$ cat config.mk
export PLATFORM = sky130hd
export DESIGN_NAME = cpu_irq_interface_priority_ctrl
export DESIGN_NICKNAME = d
export VERILOG_FILES = /design/src/verilog/cpu_irq_iface_pkg.sv /design/src/verilog/cpu_irq_interface_priority_ctrl.sv
export VERILOG_INCLUDE_DIRS = /design/src /design/src/verilog
export SDC_FILE = /design/constraint.sdc
export NUM_CORES = 1
export LEC_CHECK = 0
export BUFFER_PORTS_ARGS = -buffer_cell sky130_fd_sc_hd__buf_2
export CAP_MARGIN = 10
export CORE_AREA = 2 2 129 131
export CTS_CLUSTER_SIZE = 25
export DETAILED_ROUTE_END_ITERATION = 8
export DIE_AREA = 0 0 131 133
export PLACE_DENSITY = 0.8
export SYNTH_ARGS = -nofsm -noshare
export SYNTH_HDL_FRONTEND = slang
export SYNTH_SLANG_ARGS = --single-unit
$ cat constraint.sdc
create_clock -name core_clk_i -period 9 [get_ports core_clk_i]
set_clock_uncertainty 0.2 [all_clocks]
set_input_delay 2.25 -clock core_clk_i [delete_from_list [all_inputs] [get_ports core_clk_i]]
set_output_delay 2.25 -clock core_clk_i [all_outputs]
set_load 0.1 [all_outputs]
$ cat src/verilog/cpu_irq_iface_defs.svh
`ifndef CPU_IRQ_IFACE_DEFS_SVH
`define CPU_IRQ_IFACE_DEFS_SVH

// System-register encodings {op0, op1, crn, crm, op2} packed into 16 bits.
`define SEL_AP0_0 16'hc644
`define SEL_AP0_1 16'hc645
`define SEL_AP0_2 16'hc646
`define SEL_AP0_3 16'hc647
`define SEL_AP1_0 16'hc648
`define SEL_AP1_1 16'hc649
`define SEL_AP1_2 16'hc64a
`define SEL_AP1_3 16'hc64b
`define SEL_BPR0 16'hc643
`define SEL_BPR1 16'hc663
`define SEL_CTLR1 16'hc664
`define SEL_CTLR3 16'hf664

// Field positions.
`define SDU_BIT 17
`define A3V_BIT 15
`define LOCAL_SYSTEM_ERROR_IRQ_SUPPORT_BIT 14
`define IDB_LSB 11
`define PRIB_LSB 8
`define PRIO_MASK_HINT_ENABLE_BIT 6
`define RM_BIT 5
`define EOI_NS_BIT 4
`define EOI_S_BIT 3
`define EOI_L3_BIT 2
`define COMMON_SPLIT_SELECT_NS_BIT 1
`define COMMON_SPLIT_SELECT_S_BIT 0
`define CTL1_EOI_BIT 1
`define CTL1_COMMON_SPLIT_SELECT_BIT 0

// Constant field values and reset values.
`define IRQ_IDENTIFIER_WIDTH_VAL 3'h0
`define PRIORITY_WIDTH_VAL 3'h4
`define BPR0_MIN 3'h2
`define BPR1_S_MIN 3'h2
`define BPR1_NS_MIN 3'h3
`define AP_RESET 32'h00000000
`define BPR0_RESET 3'h2
`define BPR1_S_RESET 3'h2
`define BPR1_NS_RESET 3'h3

`endif

$ cat src/verilog/cpu_irq_iface_pkg.sv
package cpu_irq_iface_pkg;

    typedef enum logic [1:0] {
        LVL_NS_L1,
        LVL_S_L1,
        LVL_L3
    } exc_level_type;

    typedef struct packed {
        logic valid;
        logic write;
        logic [15:0] sel;
        exc_level_type level;
        logic [31:0] wdata;
    } sysreg_req_type;

    typedef struct packed {
        logic valid;
        logic undef;
        logic [31:0] rdata;
    } sysreg_rsp_type;

    typedef struct packed {
        logic prio_mask_hint_enable;
        logic end_of_irq_mode;
        logic common_split_select;
        logic [2:0] group0_split;
        logic [2:0] group1_split;
    } cfg_view_type;

endpackage

$ cat src/verilog/cpu_irq_interface_priority_ctrl.sv
`timescale 1ns/100ps
`include "cpu_irq_iface_defs.svh"
// What this block does
// - Holds a 32-bit group 0 active-priority register, one bit per level.
// - Holds a separate 32-bit group 1 active-priority register.
// - Five priority bits; bit n stands for priority n times eight.
// - Both active-priority registers reset to zero.
// - Group 0 split field is three bits dividing priority for preemption.
// - Group 0 split field never holds a value below two.
// - Group 1 split minimum is two secure, three non-secure.
// - Level 1 view reads affinity-level-3-valid as one.
// - Local system-error-interrupt support reads as zero.
// - Identifier-width reads zero; level 1 mirrors level 3.
// - Priority-width field reads four.
// - Active-priority registers one to three of either group are undefined.
// - Mask hint enable is read-only at level 1, mirrors level 3.
// - End-of-irq mode picks drop-and-deactivate or drop only.
// - Common-split makes group 0 split govern both groups.
// - Security-disable-unsupported reads one and ignores writes.
// - Level 3 affinity-level-3-valid reads one, writes ignored.
// - Level 3 routing-modifier reads zero, writes ignored.
// - Level 3 holds three end-of-irq mode bits: non-secure, secure and level 3.
// - Level 3 holds two common-split bits, one per security state.
// - Level 3 mask hint enable is writable.
// - Registers reachable only through the system-register port.
module cpu_irq_interface_priority_ctrl
    import cpu_irq_iface_pkg::*;
(
    // Clock and reset
    input wire logic core_clk_i,
    input wire logic sys_rst_i,
    // System-register access port
    input wire sysreg_req_type req_i,
    output sysreg_rsp_type rsp_o,
    // Active view of preemption settings for the current level
    input wire exc_level_type cur_level_i,
    output cfg_view_type cfg_o,
    // Active priorities toward the distributor side
    output logic [31:0] group0_active_o,
    output logic [31:0] group1_active_o,
    // Decoded effects of end-of-interrupt and deactivate writes
    output logic eoi_deactivates_o,
    output logic deactivate_unpredictable_o
);

    logic [31:0] group0_active_priorities;
    logic [31:0] group1_active_priorities;
    logic [2:0] group0_priority_split;
    logic [2:0] group1_split_secure;
    logic [2:0] group1_split_nonsecure;
    logic prio_mask_hint_enable;
    logic end_of_irq_mode_nonsecure_l1;
    logic end_of_irq_mode_secure_l1;
    logic end_of_irq_mode_l3;
    logic common_split_nonsecure_l1;
    logic common_split_secure_l1;

    logic wr;
    logic is_secure;
    logic sel_eoi;
    logic sel_common_split_select;
    logic [2:0] wr_split;
    logic [2:0] g1_min;
    logic [31:0] ctl1_word;
    logic [31:0] ctl3_word;
    logic [31:0] next_rdata;
    logic next_undef;
    logic next_hit;
    logic [2:0] next_g1_split;
    logic next_eoi;
    logic next_common_split_select;

    assign wr = req_i.valid & req_i.write;
    assign is_secure = (req_i.level != LVL_NS_L1);
    assign wr_split = req_i.wdata[2:0];
    assign g1_min = is_secure ? `BPR1_S_MIN : `BPR1_NS_MIN;

    // The level 1 view selects the bank of the requesting security state; level 3 reads its own end-of-irq bit.
    always_comb begin
        case (req_i.level)
            LVL_NS_L1: begin
                sel_eoi = end_of_irq_mode_nonsecure_l1;
                sel_common_split_select = common_split_nonsecure_l1;
            end
            LVL_S_L1: begin
                sel_eoi = end_of_irq_mode_secure_l1;
                sel_common_split_select = common_split_secure_l1;
            end
            LVL_L3: begin
                sel_eoi = end_of_irq_mode_l3;
                sel_common_split_select = common_split_secure_l1;
            end
            default: begin
                sel_eoi = 1'b0;
                sel_common_split_select = 1'b0;
            end
        endcase
    end

    always_comb begin
        ctl1_word = 32'h00000000;
        ctl1_word[`A3V_BIT] = 1'b1;
        ctl1_word[`LOCAL_SYSTEM_ERROR_IRQ_SUPPORT_BIT] = 1'b0;
        ctl1_word[`IDB_LSB +: 3] = `IRQ_IDENTIFIER_WIDTH_VAL;
        ctl1_word[`PRIB_LSB +: 3] = `PRIORITY_WIDTH_VAL;
        ctl1_word[`PRIO_MASK_HINT_ENABLE_BIT] = prio_mask_hint_enable;
        ctl1_word[`CTL1_EOI_BIT] = sel_eoi;
        ctl1_word[`CTL1_COMMON_SPLIT_SELECT_BIT] = sel_common_split_select;
    end

    always_comb begin
        ctl3_word = 32'h00000000;
        ctl3_word[`SDU_BIT] = 1'b1;
        ctl3_word[`A3V_BIT] = 1'b1;
        ctl3_word[`LOCAL_SYSTEM_ERROR_IRQ_SUPPORT_BIT] = 1'b0;
        ctl3_word[`IDB_LSB +: 3] = `IRQ_IDENTIFIER_WIDTH_VAL;
        ctl3_word[`PRIB_LSB +: 3] = `PRIORITY_WIDTH_VAL;
        ctl3_word[`PRIO_MASK_HINT_ENABLE_BIT] = prio_mask_hint_enable;
        ctl3_word[`RM_BIT] = 1'b0;
        ctl3_word[`EOI_NS_BIT] = end_of_irq_mode_nonsecure_l1;
        ctl3_word[`EOI_S_BIT] = end_of_irq_mode_secure_l1;
        ctl3_word[`EOI_L3_BIT] = end_of_irq_mode_l3;
        ctl3_word[`COMMON_SPLIT_SELECT_NS_BIT] = common_split_nonsecure_l1;
        ctl3_word[`COMMON_SPLIT_SELECT_S_BIT] = common_split_secure_l1;
    end

    // Read decode; only the system-register port reaches these.
    always_comb begin
        next_rdata = 32'h00000000;
        next_undef = 1'b0;
        next_hit = 1'b1;
        case (req_i.sel)
            `SEL_AP0_0: next_rdata = group0_active_priorities;
            `SEL_AP1_0: next_rdata = group1_active_priorities;
            `SEL_AP0_1, `SEL_AP0_2, `SEL_AP0_3,
            `SEL_AP1_1, `SEL_AP1_2, `SEL_AP1_3: begin
                next_undef = 1'b1;
                next_hit = 1'b0;
            end
            `SEL_BPR0: next_rdata = {29'h0, group0_priority_split};
            `SEL_BPR1: next_rdata = is_secure ?
                {29'h0, group1_split_secure} :
                {29'h0, group1_split_nonsecure};
            `SEL_CTLR1: next_rdata = ctl1_word;
            `SEL_CTLR3: begin
                if (req_i.level == LVL_L3) begin
                    next_rdata = ctl3_word;
                end else begin
                    next_undef = 1'b1;
                    next_hit = 1'b0;
                end
            end
            default: begin
                next_undef = 1'b1;
                next_hit = 1'b0;
            end
        endcase
    end

    always_ff @(posedge core_clk_i or posedge sys_rst_i) begin
        if (sys_rst_i) begin
            rsp_o <= '0;
        end else begin
            rsp_o.valid <= req_i.valid;
            rsp_o.undef <= req_i.valid & next_undef;
            rsp_o.rdata <= (req_i.valid & ~req_i.write) ?
                next_rdata : 32'h00000000;
        end
    end

    // Active-priority storage, one bit per level of eight.
    always_ff @(posedge core_clk_i or posedge sys_rst_i) begin
        if (sys_rst_i) begin
            group0_active_priorities <= `AP_RESET;
            group1_active_priorities <= `AP_RESET;
        end else if (wr) begin
            if (req_i.sel == `SEL_AP0_0) begin
                group0_active_priorities <= req_i.wdata;
            end
            if (req_i.sel == `SEL_AP1_0) begin
                group1_active_priorities <= req_i.wdata;
            end
        end
    end

    // Split fields clamp below their minimum.
    always_ff @(posedge core_clk_i or posedge sys_rst_i) begin
        if (sys_rst_i) begin
            group0_priority_split <= `BPR0_RESET;
        end else if (wr && req_i.sel == `SEL_BPR0) begin
            group0_priority_split <= (wr_split < `BPR0_MIN) ?
                `BPR0_MIN : wr_split;
        end
    end

    assign next_g1_split = (wr_split < g1_min) ? g1_min : wr_split;

    always_ff @(posedge core_clk_i or posedge sys_rst_i) begin
        if (sys_rst_i) begin
            group1_split_secure <= `BPR1_S_RESET;
            group1_split_nonsecure <= `BPR1_NS_RESET;
        end else if (wr && req_i.sel == `SEL_BPR1) begin
            if (is_secure) begin
                group1_split_secure <= next_g1_split;
            end else begin
                group1_split_nonsecure <= next_g1_split;
            end
        end
    end

    // Control bits: level 3 writes all; level 1 writes its own bank only.
    always_ff @(posedge core_clk_i or posedge sys_rst_i) begin
        if (sys_rst_i) begin
            prio_mask_hint_enable <= 1'b0;
            end_of_irq_mode_nonsecure_l1 <= 1'b0;
            end_of_irq_mode_secure_l1 <= 1'b0;
            end_of_irq_mode_l3 <= 1'b0;
            common_split_nonsecure_l1 <= 1'b0;
            common_split_secure_l1 <= 1'b0;
        end else if (wr && req_i.sel == `SEL_CTLR3 &&
                     req_i.level == LVL_L3) begin
            prio_mask_hint_enable <= req_i.wdata[`PRIO_MASK_HINT_ENABLE_BIT];
            end_of_irq_mode_nonsecure_l1 <= req_i.wdata[`EOI_NS_BIT];
            end_of_irq_mode_secure_l1 <= req_i.wdata[`EOI_S_BIT];
            end_of_irq_mode_l3 <= req_i.wdata[`EOI_L3_BIT];
            common_split_nonsecure_l1 <= req_i.wdata[`COMMON_SPLIT_SELECT_NS_BIT];
            common_split_secure_l1 <= req_i.wdata[`COMMON_SPLIT_SELECT_S_BIT];
        end else if (wr && req_i.sel == `SEL_CTLR1) begin
            case (req_i.level)
                LVL_NS_L1: begin
                    end_of_irq_mode_nonsecure_l1 <=
                        req_i.wdata[`CTL1_EOI_BIT];
                    common_split_nonsecure_l1 <= req_i.wdata[`CTL1_COMMON_SPLIT_SELECT_BIT];
                end
                LVL_S_L1: begin
                    end_of_irq_mode_secure_l1 <= req_i.wdata[`CTL1_EOI_BIT];
                    common_split_secure_l1 <= req_i.wdata[`CTL1_COMMON_SPLIT_SELECT_BIT];
                end
                LVL_L3: begin
                    end_of_irq_mode_l3 <= req_i.wdata[`CTL1_EOI_BIT];
                    common_split_secure_l1 <= req_i.wdata[`CTL1_COMMON_SPLIT_SELECT_BIT];
                end
                default: begin
                    end_of_irq_mode_l3 <= end_of_irq_mode_l3;
                end
            endcase
        end
    end

    // Effective configuration for the level currently executing.
    always_comb begin
        case (cur_level_i)
            LVL_NS_L1: begin
                next_eoi = end_of_irq_mode_nonsecure_l1;
                next_common_split_select = common_split_nonsecure_l1;
            end
            LVL_S_L1: begin
                next_eoi = end_of_irq_mode_secure_l1;
                next_common_split_select = common_split_secure_l1;
            end
            LVL_L3: begin
                next_eoi = end_of_irq_mode_l3;
                next_common_split_select = common_split_secure_l1;
            end
            default: begin
                next_eoi = 1'b0;
                next_common_split_select = 1'b0;
            end
        endcase
    end

    always_ff @(posedge core_clk_i or posedge sys_rst_i) begin
        if (sys_rst_i) begin
            cfg_o <= '0;
            eoi_deactivates_o <= 1'b0;
            deactivate_unpredictable_o <= 1'b0;
            group0_active_o <= 32'h00000000;
            group1_active_o <= 32'h00000000;
        end else begin
            cfg_o.prio_mask_hint_enable <= prio_mask_hint_enable;
            cfg_o.end_of_irq_mode <= next_eoi;
            cfg_o.common_split_select <= next_common_split_select;
            cfg_o.group0_split <= group0_priority_split;
            if (next_common_split_select) begin
                cfg_o.group1_split <= group0_priority_split;
            end else if (cur_level_i == LVL_NS_L1) begin
                cfg_o.group1_split <= group1_split_nonsecure;
            end else begin
                cfg_o.group1_split <= group1_split_secure;
            end
            eoi_deactivates_o <= ~next_eoi;
            deactivate_unpredictable_o <= ~next_eoi;
            group0_active_o <= group0_active_priorities;
            group1_active_o <= group1_active_priorities;
        end
    end

endmodule

==> flow_summary.json <==
{
  "p_sw_frac": 0.2261,
  "worstPathRequired_ps": 9110,
  "finalNonFillerCells": 898,
  "synthCells": 515,
  "worst_slew_pin_slew_ps": 994.6,
  "end_kind": "flop",
  "reg2reg_setup_slack_ps": 7230,
  "hold_path_depth": 0,
  "fin_crit_sh": 0.5454,
  "start_kind": "input pin",
  "routed_wl_mm": 15.82,
  "hold_path_class": "reg -> reg",
  "critPathMaxFanout": 58,
  "grt_max_degree": 110,
  "syn_area_sq_um": 7137,
  "fin_tns_setup_ps": 0,
  "ios": 165,
  "insertion_delay_ps": 430,
  "numCtsBuffers": 17,
  "multiInputGateArea_sq_um": 2245,
  "endpoint": "group1_active_priorities[20]",
  "drtAntennaViolNets": 0,
  "critical_path_class": "in -> reg",
  "fp.dieH_microns": 133,
  "synth_seq_area_share": 0.6564,
  "crit_start": "req_i[38]",
  "power.switching_mw": 0.3626,
  "rr_worst_depth": 4,
  "seqPwrFrac": 0.524,
  "final-hold-violation-count": 0,
  "drv_cap": 0,
  "synth_edf_count": 0,
  "area_delta_synth_final_pct": 21.14,
  "ys_warn_count": 0,
  "antenna_found_initial": 0,
  "clkTransAtPathRegs_ps": 60,
  "vias": 4779,
  "leakage_nw": 4.506,
  "gp_congestion": 0.8828,
  "rr_endpoint": "rsp_o[0]",
  "cts-root-buf": "clkbuf_16",
  "combPwrFrac": 0.041,
  "ctsResizeCount": 0,
  "post-route-util": 0.5346,
  "final_cell_mix": "dfrtp_1 (183), buf_2 (164), mux2_2 (71)",
  "cts_tree": "yes",
  "grt_pass1_wl_mm": 25.05,
  "fmax_mhz": 203.7,
  "critPathArrivalTime_ps": 5020,
  "rr_startpoint": "group1_active_priorities[0]",
  "nets": 730,
  "relSlewSlack": 0.3369,
  "hold_ws_ps": 194.4,
  "synth.avg_cell_area_sq_um": 13.86,
  "drt_iter0_markers": 277,
  "core_area_sq_um": 16170,
  "setup_violations": 0,
  "dpl.hpwl_mm": 10.29,
  "grt_pass1_vias": 4677,
  "nFillCells": 1362,
  "cts.sinks": 187,
  "synth.distinct_cells": 53,
  "hold_buffers": 0,
  "num_rows": 47,
  "avgRoutedWirePerCell_microns": 17.62,
  "cts_max_level": 4,
  "grt-ovfl-total": 0,
  "die-area_sq_um": 17420,
  "ir_drop_uv": 131.4,
  "status": "complete, no violations",
  "drt-pass1-iter-count": 5,
  "final_max_slew_viol_count": 0,
  "syn_nets": 579,
  "final_cell_area_sq_um": 8646,
  "p_int_mw": 1.241,
  "drcViolationCount": 0,
  "die_w_microns": 131,
  "synthArstFlopShare": 1.000,
  "period_minus_slack_ps": 4908,
  "synthFlopType": "dfrtp_1",
  "post_cts_buffers": 0,
  "hp-start": "group0_active_priorities[31]",
  "rsz0062_at_grt": "false",
  "track_usage": 0.1891,
  "cts.path.max_buffers": 2,
  "viasPerCell": 5.322,
  "n_antenna_cell": 0,
  "synth_seq_cells": 187,
  "mostFrequentLayoutCell": "dfrtp_1",
  "power.share.clock": 0.434,
  "port_buffers": 164,
  "drive_above_1_share": 0.4277,
  "placed_cell_area_sq_um": 8098,
  "powerDensity_nw_per_um2": 185.5,
  "dp_cells": 867,
  "regArea_sq_um": 4684,
  "initial_core_util": 0.4413
}
==> routing by layer <==
metal / part of all wire / global-route usage / vias to the layer above
li1: - / - / 2144
met2: 0.49 / 0.2939 / 226
met5: 0 / 0 / -
met3: 0.073 / 0.04893 / 28
met4: 0.020 / 0.06974 / 0
met1: 0.42 / 0.2560 / 2381
==> synth_stat cells (7+ instances only) <==
| master | instances | area share |
|---|---|---|
| o21ai_0 | 7 | 0.0049 |
| dfrtp_1 | 183 | 0.64 |
| nand3_1 | 52 | 0.036 |
| ha_1 | 8 | 0.014 |
| mux2_2 | 71 | 0.11 |
| nor2_1 | 7 | 0.0037 |
| clkbuf_1 | 11 | 0.0058 |
| a21oi_1 | 28 | 0.020 |
| buf_4 | 8 | 0.0084 |
| buf_2 | 14 | 0.0098 |
| inv_1 | 8 | 0.0042 |
| nand2_1 | 18 | 0.0095 |
==> critical path: stages <==
cell    delay [ps]
buf_2          100
or3b_2         540
nor4_4         230
buf_4          530
and3_2         930
mux2_2         420
==> power by group through the flow <==
stage | Sequential [mW] | Clock [mW] | Combinational, mW
2_1_floorplan | 0.861 | 0 | 0.0339
3_3_place_gp | 0.857 | 0 | 0.0654
3_5_place_dp | 0.857 | 0 | 0.0662
4_1_cts | 0.841 | 0.711 | 0.0664
5_1_grt | 0.841 | 0.746 | 0.0732
6_report | 0.841 | 0.697 | 0.0661
==> logic make-up (layout without fill, tap and decap cells) <==
kind of cell | count (synthesis) | in the layout | share of synthesized area
multiplexers | 82 | 82 | 0.1285
flip-flops | 187 | 187 | 0.6564
AND/OR/NAND/NOR | 121 | 121 | 0.1022
adder cells (fa/ha/maj) | 8 | 8 | 0.01403
XOR/XNOR | 2 | 2 | 0.002455
AO/OA/AOI/OAI | 70 | 70 | 0.06399
buffers and inverters | 45 | 208 | 0.03243
==> flip-flops by register name, summed over array words and instances, names as in the netlist, 3 cells and up <==
name	flops
group1_active_priorities	32
rsp_o	34
group1_active_o	32
group1_split_secure	3
group1_split_nonsecure	3
group0_active_o	32
cfg_o	9
group0_priority_split	3
group0_active_priorities	32
==> layout make-up <==
cell class | count | share of cell area
flip-flops and latches | 187 | 0.5418
multi-input cells | 283 | 0.2596
repair buffers | 169 | 0.09928
clock buffers | 18 | 0.04964
well taps | 220 | 0.03184
clock inverters | 13 | 0.01375
inverters | 8 | 0.004052
==> metrics by stage <==
stage / total power, mW / setup WS (ps)
final: 1.604 / 4092
after global routing: 1.660 / 3957
after CTS: 1.618 / 4072
after detailed placement: 0.9231 / 3642
after global placement: 0.9222 / 3715
after floorplan: 0.8949 / 1471
==> worst min-delay path by stage <==
stage,endpoint,slack (ps)
2_1_floorplan,group1_active_o[2],160
3_3_place_gp,group0_active_o[31],180
3_5_place_dp,group0_active_o[8],180
4_1_cts,group0_active_o[31],190
5_1_grt,group0_active_o[20],210
6_report,group0_active_o[31],190
Note: power is estimated with default switching activity, not from simulation.
